## src/cpi_pkg.sv

```systemverilog
// Purpose: constants shared by the capture/compare interrupt, pin select and paging glue
// Assumes: special-function-register bus with 8-bit data, one clock (mclk)
// Notes:   offsets are byte addresses in the non-mapped special-function area
//
// Summary of operation
// - A request comes from a hardware event or from software setting the matching status flag.
// - Every event makes a request whether or not its status flag is already set.
// - The status register is read-only and bus writes to it change nothing.
// - Writing ones to the set register sets flags and to the clear register clears them, bit by bit.
// - A request reaches an interrupt line only when its source enable bit is set.
// - Each pair of sources (0/1, 2/3, ...) is steered to one of four interrupt lines by a shared node pointer field.
// - Trap select picks one of three pins (00, 01, 10) and each Hall select one of two (00, 01).
// - Capture selects for channels one and two pick one of two pins, run selects one of three.
// - A port line drives a timer output only with direction 1 and module alternate select; it feeds an input only with direction 0.
// - Registers respond only while the map select is 0, arranged as three pages (0, 2, 3) on shared addresses.
// - The page register at A3 holds page and control and is reachable on every page.
// - Page operation 0X writes the page, 10 saves the old page to a slot while writing, 11 restores from a slot.
// - The three-bit page field writes the new page and reads the active one; the slot field picks one of four slots.
package cpi_pkg;
	//------------------------------------------------------------
	// register addresses and pages
	//------------------------------------------------------------
	localparam logic [7:0] ADDR_PAGE      = 8'hA3;
	localparam logic [7:0] ADDR_9C        = 8'h9C;
	localparam logic [7:0] ADDR_9D        = 8'h9D;
	localparam logic [7:0] ADDR_9E        = 8'h9E;
	localparam logic [7:0] ADDR_9F        = 8'h9F;
	localparam logic [7:0] ADDR_A4        = 8'hA4;
	localparam logic [7:0] ADDR_A5        = 8'hA5;
	localparam logic [2:0] PAGE_0         = 3'h0;
	localparam logic [2:0] PAGE_2         = 3'h2;
	localparam logic [2:0] PAGE_3         = 3'h3;
	//------------------------------------------------------------
	// page register fields
	//------------------------------------------------------------
	localparam int         PG_OPER_POS    = 6;
	localparam int         PG_SLOT_POS    = 4;
	localparam int         PG_PAGE_POS    = 0;
	localparam logic [1:0] OPER_SAVE      = 2'h2;
	localparam logic [1:0] OPER_RESTORE   = 2'h3;
	localparam logic [2:0] PAGE_RESET     = 3'h0;
	//------------------------------------------------------------
	// select field positions and codes
	//------------------------------------------------------------
	localparam int         SEL_TRAP_POS   = 0;
	localparam int         SEL_HALL0_POS  = 2;
	localparam int         SEL_HALL1_POS  = 4;
	localparam int         SEL_HALL2_POS  = 6;
	localparam int         SEL_CAP1_POS   = 0;
	localparam int         SEL_CAP2_POS   = 2;
	localparam int         SEL_RUNA_POS   = 0;
	localparam int         SEL_RUNB_POS   = 2;
	localparam logic [1:0] ALT_MODULE     = 2'h1;  // {hi, lo} picking the module output
	//------------------------------------------------------------
	// reset values
	//------------------------------------------------------------
	localparam logic [15:0] IRQ_RESET     = 16'h0000;
	localparam logic [7:0]  SEL_RESET     = 8'h00;
endpackage

```

## src/cpi_pin_if.sv

```systemverilog
// Purpose: carries pin select fields and selected module inputs between main and pin logic
// Assumes: all signals on mclk
// Notes:   ctrl side drives the selects, pins side returns synchronised choices
`timescale 1ns/1ps
`default_nettype none
interface cpi_pin_if;
	logic [7:0] sel_lo;      // trap and hall selects
	logic [7:0] sel_hi;      // capture selects
	logic [7:0] sel_run;     // timer run selects
	logic       trap_input;
	logic [2:0] hall_position_input;
	logic [1:0] capture_input;
	logic       timer_a_run_input;
	logic       timer_b_run_input;
	modport ctrl (output sel_lo, output sel_hi, output sel_run,
		input trap_input, input hall_position_input, input capture_input,
		input timer_a_run_input, input timer_b_run_input);
	modport pins (input sel_lo, input sel_hi, input sel_run,
		output trap_input, output hall_position_input, output capture_input,
		output timer_a_run_input, output timer_b_run_input);
endinterface
`default_nettype wire

```

## src/cpi_pin_mux.sv

```systemverilog
// Purpose: synchronises pin inputs, applies input selects and port direction control
// Assumes: pins are asynchronous; module_out comes from mclk logic
// Notes:   reserved select codes give a low level
`timescale 1ns/1ps
`default_nettype none
module cpi_pin_mux
	import cpi_pkg::*;
#(
	parameter int NPORT = 8
) (
	input  wire logic             mclk,
	input  wire logic             rst,
	cpi_pin_if.pins               pif,
	input  wire logic [2:0]       trap_pins,
	input  wire logic [5:0]       hall_pins,
	input  wire logic [3:0]       capture_pins,
	input  wire logic [2:0]       run_a_pins,
	input  wire logic [2:0]       run_b_pins,
	input  wire logic [NPORT-1:0] port_direction,
	input  wire logic [NPORT-1:0] port_alt_select_lo,
	input  wire logic [NPORT-1:0] port_alt_select_hi,
	input  wire logic [NPORT-1:0] module_out,
	input  wire logic [NPORT-1:0] pad_in,
	output logic      [NPORT-1:0] pad_out,
	output logic      [NPORT-1:0] pad_oe,
	output logic      [NPORT-1:0] module_in
);
	localparam int W = 19 + NPORT;
	logic [W-1:0] sync1, sync2;
	logic [2:0]   tp;
	logic [5:0]   hp;
	logic [3:0]   cp;
	logic [2:0]   ra, rb;
	logic [NPORT-1:0] pi;
	logic       next_trap, next_run_a, next_run_b;
	logic [2:0] next_hall;
	logic [1:0] next_cap;
	logic [NPORT-1:0] next_pad_out, next_pad_oe, next_module_in;

	assign {pi, rb, ra, cp, hp, tp} = sync2;

	// picks one of three pins by code, reserved code gives 0
	function automatic logic pick3(input logic [2:0] p, input logic [1:0] s);
		logic r;
		r = 1'b0;
		if (s < 2'h3) begin
			r = p[s];
		end
		return r;
	endfunction

	// picks one of two pins by code, reserved codes give 0
	function automatic logic pick2(input logic [1:0] p, input logic [1:0] s);
		logic r;
		r = 1'b0;
		if (!s[1]) begin
			r = p[s[0]];
		end
		return r;
	endfunction

	// input selection and port control
	always_comb begin
		next_trap  = pick3(tp, pif.sel_lo[SEL_TRAP_POS +: 2]);
		next_hall  = {pick2(hp[5:4], pif.sel_lo[SEL_HALL2_POS +: 2]),
			pick2(hp[3:2], pif.sel_lo[SEL_HALL1_POS +: 2]),
			pick2(hp[1:0], pif.sel_lo[SEL_HALL0_POS +: 2])};
		next_cap   = {pick2(cp[3:2], pif.sel_hi[SEL_CAP2_POS +: 2]),
			pick2(cp[1:0], pif.sel_hi[SEL_CAP1_POS +: 2])};
		next_run_a = pick3(ra, pif.sel_run[SEL_RUNA_POS +: 2]);
		next_run_b = pick3(rb, pif.sel_run[SEL_RUNB_POS +: 2]);
		for (int i = 0; i < NPORT; i++) begin
			next_pad_oe[i]    = port_direction[i] &&
				({port_alt_select_hi[i], port_alt_select_lo[i]} == ALT_MODULE);
			next_pad_out[i]   = next_pad_oe[i] & module_out[i];
			next_module_in[i] = ~port_direction[i] & pi[i];
		end
	end

	// two-stage synchroniser and output registers
	always_ff @(posedge mclk) begin
		if (rst) begin
			sync1                   <= '0;
			sync2                   <= '0;
			pif.trap_input          <= 1'b0;
			pif.hall_position_input <= 3'h0;
			pif.capture_input       <= 2'h0;
			pif.timer_a_run_input   <= 1'b0;
			pif.timer_b_run_input   <= 1'b0;
			pad_out                 <= '0;
			pad_oe                  <= '0;
			module_in               <= '0;
		end else begin
			sync1                   <= {pad_in, run_b_pins, run_a_pins, capture_pins, hall_pins, trap_pins};
			sync2                   <= sync1;
			pif.trap_input          <= next_trap;
			pif.hall_position_input <= next_hall;
			pif.capture_input       <= next_cap;
			pif.timer_a_run_input   <= next_run_a;
			pif.timer_b_run_input   <= next_run_b;
			pad_out                 <= next_pad_out;
			pad_oe                  <= next_pad_oe;
			module_in               <= next_module_in;
		end
	end
endmodule
`default_nettype wire

```

## src/cpi_top.sv

```systemverilog
// Purpose: interrupt flags, enables, node steering, paged register window, pin selects
// Assumes: hw_event and module_out come from mclk logic; pins are asynchronous
// Notes:   read data appears one cycle after the read strobe
`timescale 1ns/1ps
`default_nettype none
module cpi_top
	import cpi_pkg::*;
#(
	parameter int NPORT = 8
) (
	input  wire logic             mclk,
	input  wire logic             rst,
	input  wire logic             sfr_map_select,
	input  wire logic [7:0]       sfr_addr,
	input  wire logic [7:0]       sfr_wdata,
	input  wire logic             sfr_wr,
	input  wire logic             sfr_rd,
	output logic      [7:0]       sfr_rdata,
	input  wire logic [15:0]      hw_event,
	output logic      [3:0]       node_irq,
	input  wire logic [2:0]       trap_pins,
	input  wire logic [5:0]       hall_pins,
	input  wire logic [3:0]       capture_pins,
	input  wire logic [2:0]       run_a_pins,
	input  wire logic [2:0]       run_b_pins,
	input  wire logic [NPORT-1:0] port_direction,
	input  wire logic [NPORT-1:0] port_alt_select_lo,
	input  wire logic [NPORT-1:0] port_alt_select_hi,
	input  wire logic [NPORT-1:0] module_out,
	input  wire logic [NPORT-1:0] pad_in,
	output logic      [NPORT-1:0] pad_out,
	output logic      [NPORT-1:0] pad_oe,
	output logic      [NPORT-1:0] module_in,
	output logic                  trap_input,
	output logic      [2:0]       hall_position_input,
	output logic      [1:0]       capture_input,
	output logic                  timer_a_run_input,
	output logic                  timer_b_run_input
);
	//------------------------------------------------------------
	// state
	//------------------------------------------------------------
	logic [15:0] irq_status_flags, next_irq_status_flags;
	logic [15:0] irq_source_enable, next_irq_source_enable;
	logic [15:0] irq_node_pointer, next_irq_node_pointer;
	logic [7:0]  sel_lo, next_sel_lo;
	logic [7:0]  sel_hi, next_sel_hi;
	logic [7:0]  sel_run, next_sel_run;
	logic [2:0]  page, next_page;
	logic [2:0]  slot [4];
	logic [2:0]  next_slot [4];
	logic [7:0]  next_rdata;
	logic [3:0]  next_node_irq;
	logic [15:0] set_mask, clr_mask, req, fwd;
	logic        acc, pg_wr;
	logic [1:0]  page_operation;
	logic [1:0]  pg_slot;

	cpi_pin_if pif ();

	//------------------------------------------------------------
	// bus decode
	//------------------------------------------------------------
	// accesses reach the block only in the standard map
	assign acc     = ~sfr_map_select;
	assign pg_wr   = acc & sfr_wr & (sfr_addr == ADDR_PAGE);
	assign page_operation = sfr_wdata[PG_OPER_POS +: 2];
	assign pg_slot = sfr_wdata[PG_SLOT_POS +: 2];

	// write strobes of the set and clear registers
	always_comb begin
		set_mask = 16'h0000;
		clr_mask = 16'h0000;
		if (acc & sfr_wr & (page == PAGE_2) & (sfr_addr == ADDR_A4)) begin
			set_mask[7:0] = sfr_wdata;
		end
		if (acc & sfr_wr & (page == PAGE_2) & (sfr_addr == ADDR_A5)) begin
			set_mask[15:8] = sfr_wdata;
		end
		if (acc & sfr_wr & (page == PAGE_0) & (sfr_addr == ADDR_A4)) begin
			clr_mask[7:0] = sfr_wdata;
		end
		if (acc & sfr_wr & (page == PAGE_0) & (sfr_addr == ADDR_A5)) begin
			clr_mask[15:8] = sfr_wdata;
		end
	end

	//------------------------------------------------------------
	// interrupt flags and node steering
	//------------------------------------------------------------
	// requests do not look at the flag state
	always_comb begin
		req = hw_event | set_mask;
		fwd = req & irq_source_enable;
		// set wins over a clear in the same cycle; no bus path writes the flags directly
		next_irq_status_flags = (irq_status_flags & ~clr_mask) | req;
		next_node_irq = 4'h0;
		for (int i = 0; i < 16; i++) begin
			if (fwd[i]) begin
				next_node_irq[irq_node_pointer[2*(i/2) +: 2]] = 1'b1;
			end
		end
	end

	//------------------------------------------------------------
	// configuration registers
	//------------------------------------------------------------
	// paged writes to enable, node pointer and selects
	always_comb begin
		next_irq_source_enable = irq_source_enable;
		next_irq_node_pointer  = irq_node_pointer;
		next_sel_lo            = sel_lo;
		next_sel_hi            = sel_hi;
		next_sel_run           = sel_run;
		if (acc & sfr_wr) begin
			case (page)
				PAGE_2: begin
					case (sfr_addr)
						ADDR_9C: next_irq_source_enable[7:0]  = sfr_wdata;
						ADDR_9D: next_irq_source_enable[15:8] = sfr_wdata;
						ADDR_9E: next_irq_node_pointer[7:0]   = sfr_wdata;
						ADDR_9F: next_irq_node_pointer[15:8]  = sfr_wdata;
						default: ;
					endcase
				end
				PAGE_3: begin
					case (sfr_addr)
						ADDR_9E: next_sel_lo  = sfr_wdata;
						ADDR_9F: next_sel_hi  = sfr_wdata;
						ADDR_A4: next_sel_run = sfr_wdata;
						default: ;
					endcase
				end
				default: ;
			endcase
		end
	end

	//------------------------------------------------------------
	// page register
	//------------------------------------------------------------
	// direct write, save-and-write, or restore
	always_comb begin
		next_page = page;
		next_slot = slot;
		if (pg_wr) begin
			case (page_operation)
				OPER_SAVE: begin
					next_slot[pg_slot] = page;
					next_page          = sfr_wdata[PG_PAGE_POS +: 3];
				end
				OPER_RESTORE: next_page = slot[pg_slot];
				default:    next_page = sfr_wdata[PG_PAGE_POS +: 3];
			endcase
		end
	end

	//------------------------------------------------------------
	// read mux
	//------------------------------------------------------------
	// page register visible on every page, others by page
	always_comb begin
		next_rdata = 8'h00;
		if (acc & sfr_rd) begin
			if (sfr_addr == ADDR_PAGE) begin
				next_rdata = {5'h00, page};
			end else begin
				case ({page, sfr_addr})
					{PAGE_2, ADDR_9C}: next_rdata = irq_source_enable[7:0];
					{PAGE_2, ADDR_9D}: next_rdata = irq_source_enable[15:8];
					{PAGE_2, ADDR_9E}: next_rdata = irq_node_pointer[7:0];
					{PAGE_2, ADDR_9F}: next_rdata = irq_node_pointer[15:8];
					{PAGE_3, ADDR_9C}: next_rdata = irq_status_flags[7:0];
					{PAGE_3, ADDR_9D}: next_rdata = irq_status_flags[15:8];
					{PAGE_3, ADDR_9E}: next_rdata = sel_lo;
					{PAGE_3, ADDR_9F}: next_rdata = sel_hi;
					{PAGE_3, ADDR_A4}: next_rdata = sel_run;
					default:           next_rdata = 8'h00;
				endcase
			end
		end
	end

	// register all state
	always_ff @(posedge mclk) begin
		if (rst) begin
			irq_status_flags  <= IRQ_RESET;
			irq_source_enable <= IRQ_RESET;
			irq_node_pointer  <= IRQ_RESET;
			sel_lo            <= SEL_RESET;
			sel_hi            <= SEL_RESET;
			sel_run           <= SEL_RESET;
			page              <= PAGE_RESET;
			slot              <= '{default: PAGE_RESET};
			sfr_rdata         <= 8'h00;
			node_irq          <= 4'h0;
		end else begin
			irq_status_flags  <= next_irq_status_flags;
			irq_source_enable <= next_irq_source_enable;
			irq_node_pointer  <= next_irq_node_pointer;
			sel_lo            <= next_sel_lo;
			sel_hi            <= next_sel_hi;
			sel_run           <= next_sel_run;
			page              <= next_page;
			slot              <= next_slot;
			sfr_rdata         <= next_rdata;
			node_irq          <= next_node_irq;
		end
	end

	//------------------------------------------------------------
	// pin logic
	//------------------------------------------------------------
	assign pif.sel_lo              = sel_lo;
	assign pif.sel_hi              = sel_hi;
	assign pif.sel_run             = sel_run;
	assign trap_input              = pif.trap_input;
	assign hall_position_input     = pif.hall_position_input;
	assign capture_input           = pif.capture_input;
	assign timer_a_run_input       = pif.timer_a_run_input;
	assign timer_b_run_input       = pif.timer_b_run_input;

	cpi_pin_mux #(.NPORT(NPORT)) u_pins (
		.mclk               (mclk),
		.rst                (rst),
		.pif                (pif.pins),
		.trap_pins          (trap_pins),
		.hall_pins          (hall_pins),
		.capture_pins       (capture_pins),
		.run_a_pins         (run_a_pins),
		.run_b_pins         (run_b_pins),
		.port_direction     (port_direction),
		.port_alt_select_lo (port_alt_select_lo),
		.port_alt_select_hi (port_alt_select_hi),
		.module_out         (module_out),
		.pad_in             (pad_in),
		.pad_out            (pad_out),
		.pad_oe             (pad_oe),
		.module_in          (module_in)
	);
endmodule
`default_nettype wire

```

## config.mk

```make
export PLATFORM = sky130hd
export DESIGN_NAME = cpi_top
export DESIGN_NICKNAME = d
export VERILOG_FILES = /design/src/cpi_pkg.sv /design/src/cpi_pin_if.sv /design/src/cpi_pin_mux.sv /design/src/cpi_top.sv
export SDC_FILE = /design/constraint.sdc
export NUM_CORES = 1
export LEC_CHECK = 0
export BUFFER_PORTS_ARGS = -buffer_cell sky130_fd_sc_hd__buf_2
export CAP_MARGIN = 20
export CORE_UTILIZATION = 35
export DETAILED_ROUTE_END_ITERATION = 8
export HOLD_SLACK_MARGIN = 0.06
export PLACE_DENSITY_LB_ADDON = 0.05
export SLEW_MARGIN = 20
export SYNTH_ARGS = -nofsm -noshare
export SYNTH_HDL_FRONTEND = slang
export SYNTH_SLANG_ARGS = --single-unit
```

## constraint.sdc

```tcl
create_clock -name mclk -period 2.8 [get_ports mclk]
set_input_delay 0.14 -clock mclk [delete_from_list [all_inputs] [get_ports mclk]]
set_output_delay 0.14 -clock mclk [all_outputs]
set_load 0.03 [all_outputs]
```

Word-level counts from Yosys, hierarchy flattened
Index checks and enable logic that the tools add are counted.
{"block": "word_totals", "reg_bits": 185, "in_bits": 96, "out_inout_bits": 44, "word_cells": 242}
{"block": "classes", "n_lt_le_gt_ge": 29, "n_eq_ne": 28, "mux": 61, "bitwise_logic": 59, "reduce_logical": 36}
{"op": "11-bit by 10-bit equality test with 1-bit output, second input constant", "n": 9}
{"op": "8-bit case mux with 9 select lines", "n": 1}
{"op": "4-bit 2-to-1 mux", "n": 16}
{"op": "4-bit bitwise OR", "n": 15}
{"op": "8-bit equality test, second input constant", "n": 7}
{"op": "2-bit by 3-bit < comparator with 1-bit output, second input constant", "n": 11}
{"op": "16-bit AND", "n": 2}
{"op": "8-bit 2-to-1 mux", "n": 4}
{"op": "16-bit bitwise OR", "n": 2}
{"op": "1-bit AND", "n": 25}
{"op": "1-bit 2-to-1 mux", "n": 21}
{"op": "3-bit AND reduction", "n": 7}
{"op": "2-bit OR reduction", "n": 9}
{"op": "1-bit logical AND", "n": 17}
{"op": "1-bit demux with 2-bit select", "n": 8}
{"op": "2-bit by 1-bit equality test with 1-bit output, second input constant", "n": 8}
{"op": "2-bit by 1-bit >= comparator with 1-bit output, second input constant", "n": 8}
{"op": "16-bit NOT", "n": 1}
{"op": "3-bit 2-to-1 mux", "n": 5}
{"op": "1-bit NOT", "n": 13}
{"op": "12-bit bitwise mux", "n": 1}
{"op": "1-bit by 2-bit < comparator with 1-bit output, second input constant", "n": 5}
{"op": "1-bit binary-select mux with 2-bit select", "n": 3}
{"op": "3-bit binary-select mux with 2-bit select", "n": 1}
{"op": "10 further kinds", "n": 14}

Depth between registers and ports, before layout
{"block": "logic_depth", "ltp_word": 38, "ltp_mapped": 8, "depth_no_buf": 6}

By module
Synthesis repeated with hierarchy kept, for this count alone.
{"block": "unflattened", "hier_cells": 835, "area_unflattened_um2": 7613.6}
{"module": "cpi_top", "instances": 1, "cells_per_inst": 641, "area_per_inst_um2": 5112.4, "seq_area_each_um2": 1981.9}
{"module": "cpi_pin_mux", "instances": 1, "cells_per_inst": 194, "area_per_inst_um2": 2501.1, "seq_area_each_um2": 1721.7}

Least setup slack after synthesis
No wires, ideal clock.
{"block": "synth_path", "kind": "reg2reg", "start": "register page[0]", "end": "register node_irq[2]", "setup_time_ps": 81, "t_arrival_ps": 2057, "required_time_ps": 2719, "setup_slack_ps": 663, "stages_incl_launch_ff": 8, "n_path_buf": 1, "synth_period_minus_slack_ps": 2137, "cell_sequence": "dfxtp_1 -> clkbuf_1 -> or3b_1 -> nor4_4 -> a21oi_1 -> o22a_1 -> or3_1 -> a41oi_1"}
{"block": "synth_between", "elab_chain_cells": 37, "word_cells_on_any_way": 39, "cone_classes": "eq/ne (1); mux (18); bitwise (20)"}
{"element": "start: declaration", "line": "cpi_top.sv:49", "source": "logic [2:0] page, next_page;"}
{"element": "start signal: assignment", "line": "cpi_top.sv:204", "source": "page <= next_page;"}
{"element": "3-bit by 2-bit equality test with 1-bit output *", "line": "cpi_top.sv:74, cpi_top.sv:77"}
{"element": "1-bit AND *", "line": "cpi_top.sv:74, cpi_top.sv:77"}
{"element": "1-bit AND", "line": "cpi_top.sv:74", "source": "if (acc & sfr_wr & (page == PAGE_2) & (sfr_addr == ADDR_A4)) begin"}
{"element": "8-bit 2-to-1 mux", "line": "cpi_top.sv:74"}
{"element": "16-bit bitwise OR *", "line": "cpi_top.sv:93", "source": "req = hw_event | set_mask;"}
{"element": "16-bit AND *", "line": "cpi_top.sv:94", "source": "fwd = req & irq_source_enable;"}
{"element": "4-bit 2-to-1 mux", "line": "cpi_top.sv:99", "source": "if (fwd[i]) begin"}
{"element": "4-bit bitwise OR (no source line)"}
{"element": "[21 not listed]"}
{"element": "4-bit bitwise OR (no source line)"}
{"element": "4-bit 2-to-1 mux", "line": "cpi_top.sv:99"}
{"element": "4-bit bitwise OR (no source line)"}
{"element": "4-bit 2-to-1 mux", "line": "cpi_top.sv:99"}
{"element": "4-bit bitwise OR (no source line)"}
{"element": "4-bit 2-to-1 mux", "line": "cpi_top.sv:99"}
{"element": "4-bit bitwise OR (no source line)"}
{"element": "4-bit 2-to-1 mux *", "line": "cpi_top.sv:99"}
{"element": "end signal: assignment", "line": "cpi_top.sv:207", "source": "node_irq <= next_node_irq;"}
{"element": "end: declaration", "line": "cpi_top.sv:20", "source": "output logic [3:0] node_irq,"}
Every way passes the cells marked *; elsewhere a longest branch is shown, timed or not.
A chain may end at the register's enable or synchronous reset.

Final worst setup path
{"block": "layout_path", "start": "register page[1]", "end": "register node_irq[2]"}
Same word-level chain as after synthesis.

==> results_dict.tcl <==
set metrics [dict create \
    grt_pass1_vias 6334 \
    seq_area_frac_synth 0.499 \
    finalNetCount 1070 \
    critPathTopFamily "simple AND/OR/NAND/NOR gates" \
    yosysMostFrequentCell "dfxtp_1" \
    drive_gt1_frac 0.220 \
    drt_pre_antenna_iters 6 \
    ys_types 55 \
    cts-buffers-inserted 17 \
    clk_path_buf_depth 2 \
    synth_top_area_cell "dfxtp_1" \
    grt_use_met2 0.352 \
    setup_viol 0 \
    setup_ws_ns 0.202 \
    power_density_nw_per_um2 565 \
    finalWirelength_um 22600 \
    diodes 0 \
    antenna_found_initial 0 \
    place_area_um2 8440 \
    crit_type "flip-flop to flip-flop" \
    track_usage 0.210 \
    cts_resized 0 \
    wire_per_inst_um 18.0 \
    synth-edff-count 0 \
    p_leak_nw 3.88 \
    period_minus_slack_ns 2.60 \
    pin_count 140 \
    ys_warn_count 0 \
    fin_worst_skew_ns 0.0120 \
    ant_nets 0 \
    slew_violations 0 \
    path_cells "or3b_1 -> nor4_4 -> a21oi_1 -> o22a_1 -> or3_1 -> a41oi_1" \
    synth_top_area_frac 0.499 \
    max_freq_ghz 0.385 \
    critPathMaxStageDelay_ns 0.53 \
    max-slew-margin-rel 0.569 \
    syn_nets 862 \
    cp-start-kind "flip-flop" \
    path_max_fanout 10 \
    async_flop_share 0 \
    crit_buf_inv 0 \
    grt_use_met3 0.0358 \
    dp_hpwl_um 15700 \
    rsz0062_at_grt "no" \
    period_share 0.928 \
    syn_avg_cell_area_um2 9.70 \
    vias_per_cell 5.12 \
    grt.overflow.total 0 \
    gp_congestion 0.857 \
    die-area_um2 21800 \
    synth_common_cells "185 x dfxtp_1, 98 x nor2_1, 84 x mux2i_1" \
    synthTopCellsByArea "dfxtp_1 50%, mux2i_1 11%, nor2b_1 5.2%, nor2_1 5.0%, nand2_1 2.7%" \
    postCtsSetupBuffers 0 \
    die_y_um 148 \
    syn_to_final_growth_pct 32.0 \
    grt_start_max_net_pins 56 \
    syn_area_um2 7430 \
    drv_cap 0 \
    numClockSinks 185 \
    gr-usage-met1 0.273 \
    final_area_um2 9800 \
    tns_ns 0 \
    cp-end-kind "flip-flop" \
    die_x_um 148 \
    clkTransAtPathRegs_ns 0.08 \
    drt_iter0_drc 422 \
    cts_tree "yes" \
    h-tree-depth 4 \
    outcome "complete, no violations" \
    worstSkewPairLatency_ns 0.43 \
    stdcell_count 1257 \
    tightest_slew_ns 0.646 \
    grt_pass1_wl_um 34900 \
    pre_cts_ws_ns 0.238 \
    ys_dominant_reg_cell "dfxtp_1" \
    start_util 0.362 \
    dp_cells 1150 \
    cts-root-buf "clkbuf_16" \
    port_buffers 139 \
    rows 52 \
    grt.busiest_layer "met2" \
    num_vias 6436 \
    netlist_instances 766 \
    arrival_ns 2.94 \
    slowest_stage "nor4_4" \
    hold_violations 0 \
    synth-seq-cells 185 \
    peakVddDrop_mv 0.374 \
    post-route-drc-count 0 \
    min_path_type "input port to flip-flop" \
    cp.required_ns 3.14 \
    coreArea_um2 20500 \
]
per-stage QoR:
step                      hold WS, ns  total power [mW]   util
after floorplan                 0.216              2.94      -
after global placement          0.312              3.09  0.412
after detailed placement        0.317              3.09  0.412
after CTS                      0.0626              5.60  0.478
after global routing           0.0762              5.76  0.478
final                          0.0764              5.53  0.478
what timing repair did:
item                                    4_1_cts  5_1_grt
hold buffers                                 75        0
endpoints found under the setup margin        0        0
hold endpoints to repair                     67        0
final timing paths:
path / start / end / slack [ns] / cells past startpoint
hold / removal: port_alt_select_lo[7] / u_pins.pad_out[7] / 0.08 / 4
setup / recovery: page[1] / node_irq[2] / 0.20 / 6
setup reg to reg: page[1] / node_irq[2] / 0.20 / 6
hold reg to reg: u_pins.sync1[25] / u_pins.sync2[25] / 0.44 / 1
sequential cells by signal, summed over array words and instances, names as in the netlist, 12 cells and up:
name	flops
irq_source_enable	16
irq_node_pointer	16
u_pins.sync2	27
irq_status_flags	16
slot	12
u_pins.sync1	27
tightest hold or removal path, delay by kind of cell:
| kind | cells | cell delay [ns] |
|---|---|---|
| buffers and inverters | 1 | 0.10 |
| and+or+nand+nor | 3 | 0.23 |
area by class of cell:
cell class              count  area (um2)
clock buffers              18         429
clock inverters            14         181
fillers                  2000       10700
inverters                  19        71.3
multi-input cells         518        3490
flip-flops and latches    185        3700
well taps                 270         338
repair buffers            233        1590
cell usage in the layout, fill, tap and decap left out, types with 14 or more instances in the layout:
cell	Yosys	final
dlygate4sd3_1	0	75
nor2_1	98	98
nor3b_1	14	14
nand3_1	20	20
buf_2	5	138
clkbuf_16	0	17
dfxtp_1	185	185
inv_1	19	19
nand2_1	54	54
mux2i_1	84	84
nor3_1	16	16
buf_4	0	20
a21oi_1	32	32
nor2b_1	62	62
cell families after synthesis:
group,after synthesis,share of synthesized area
AO/OA/AOI/OAI,107,0.0997
buffers and inverters,63,0.0327
flip-flops,185,0.499
multiplexers,97,0.145
AND/OR/NAND/NOR,314,0.224
power breakdown:
| group | internal [mW] | switching [mW] |
|---|---|---|
| Combinational | 0.185 | 0.209 |
| Clock | 1.28 | 1.14 |
| Sequential | 2.69 | 0.0202 |
routing by layer:
| layer | share of wire | routed length, um |
|---|---|---|
| met4 | 0.019 | 438 |
| met2 | 0.48 | 10900 |
| met3 | 0.056 | 1270 |
| met5 | 0 | 0 |
| met1 | 0.44 | 10000 |
No activity file was read; power rests on OpenSTA's default activity.
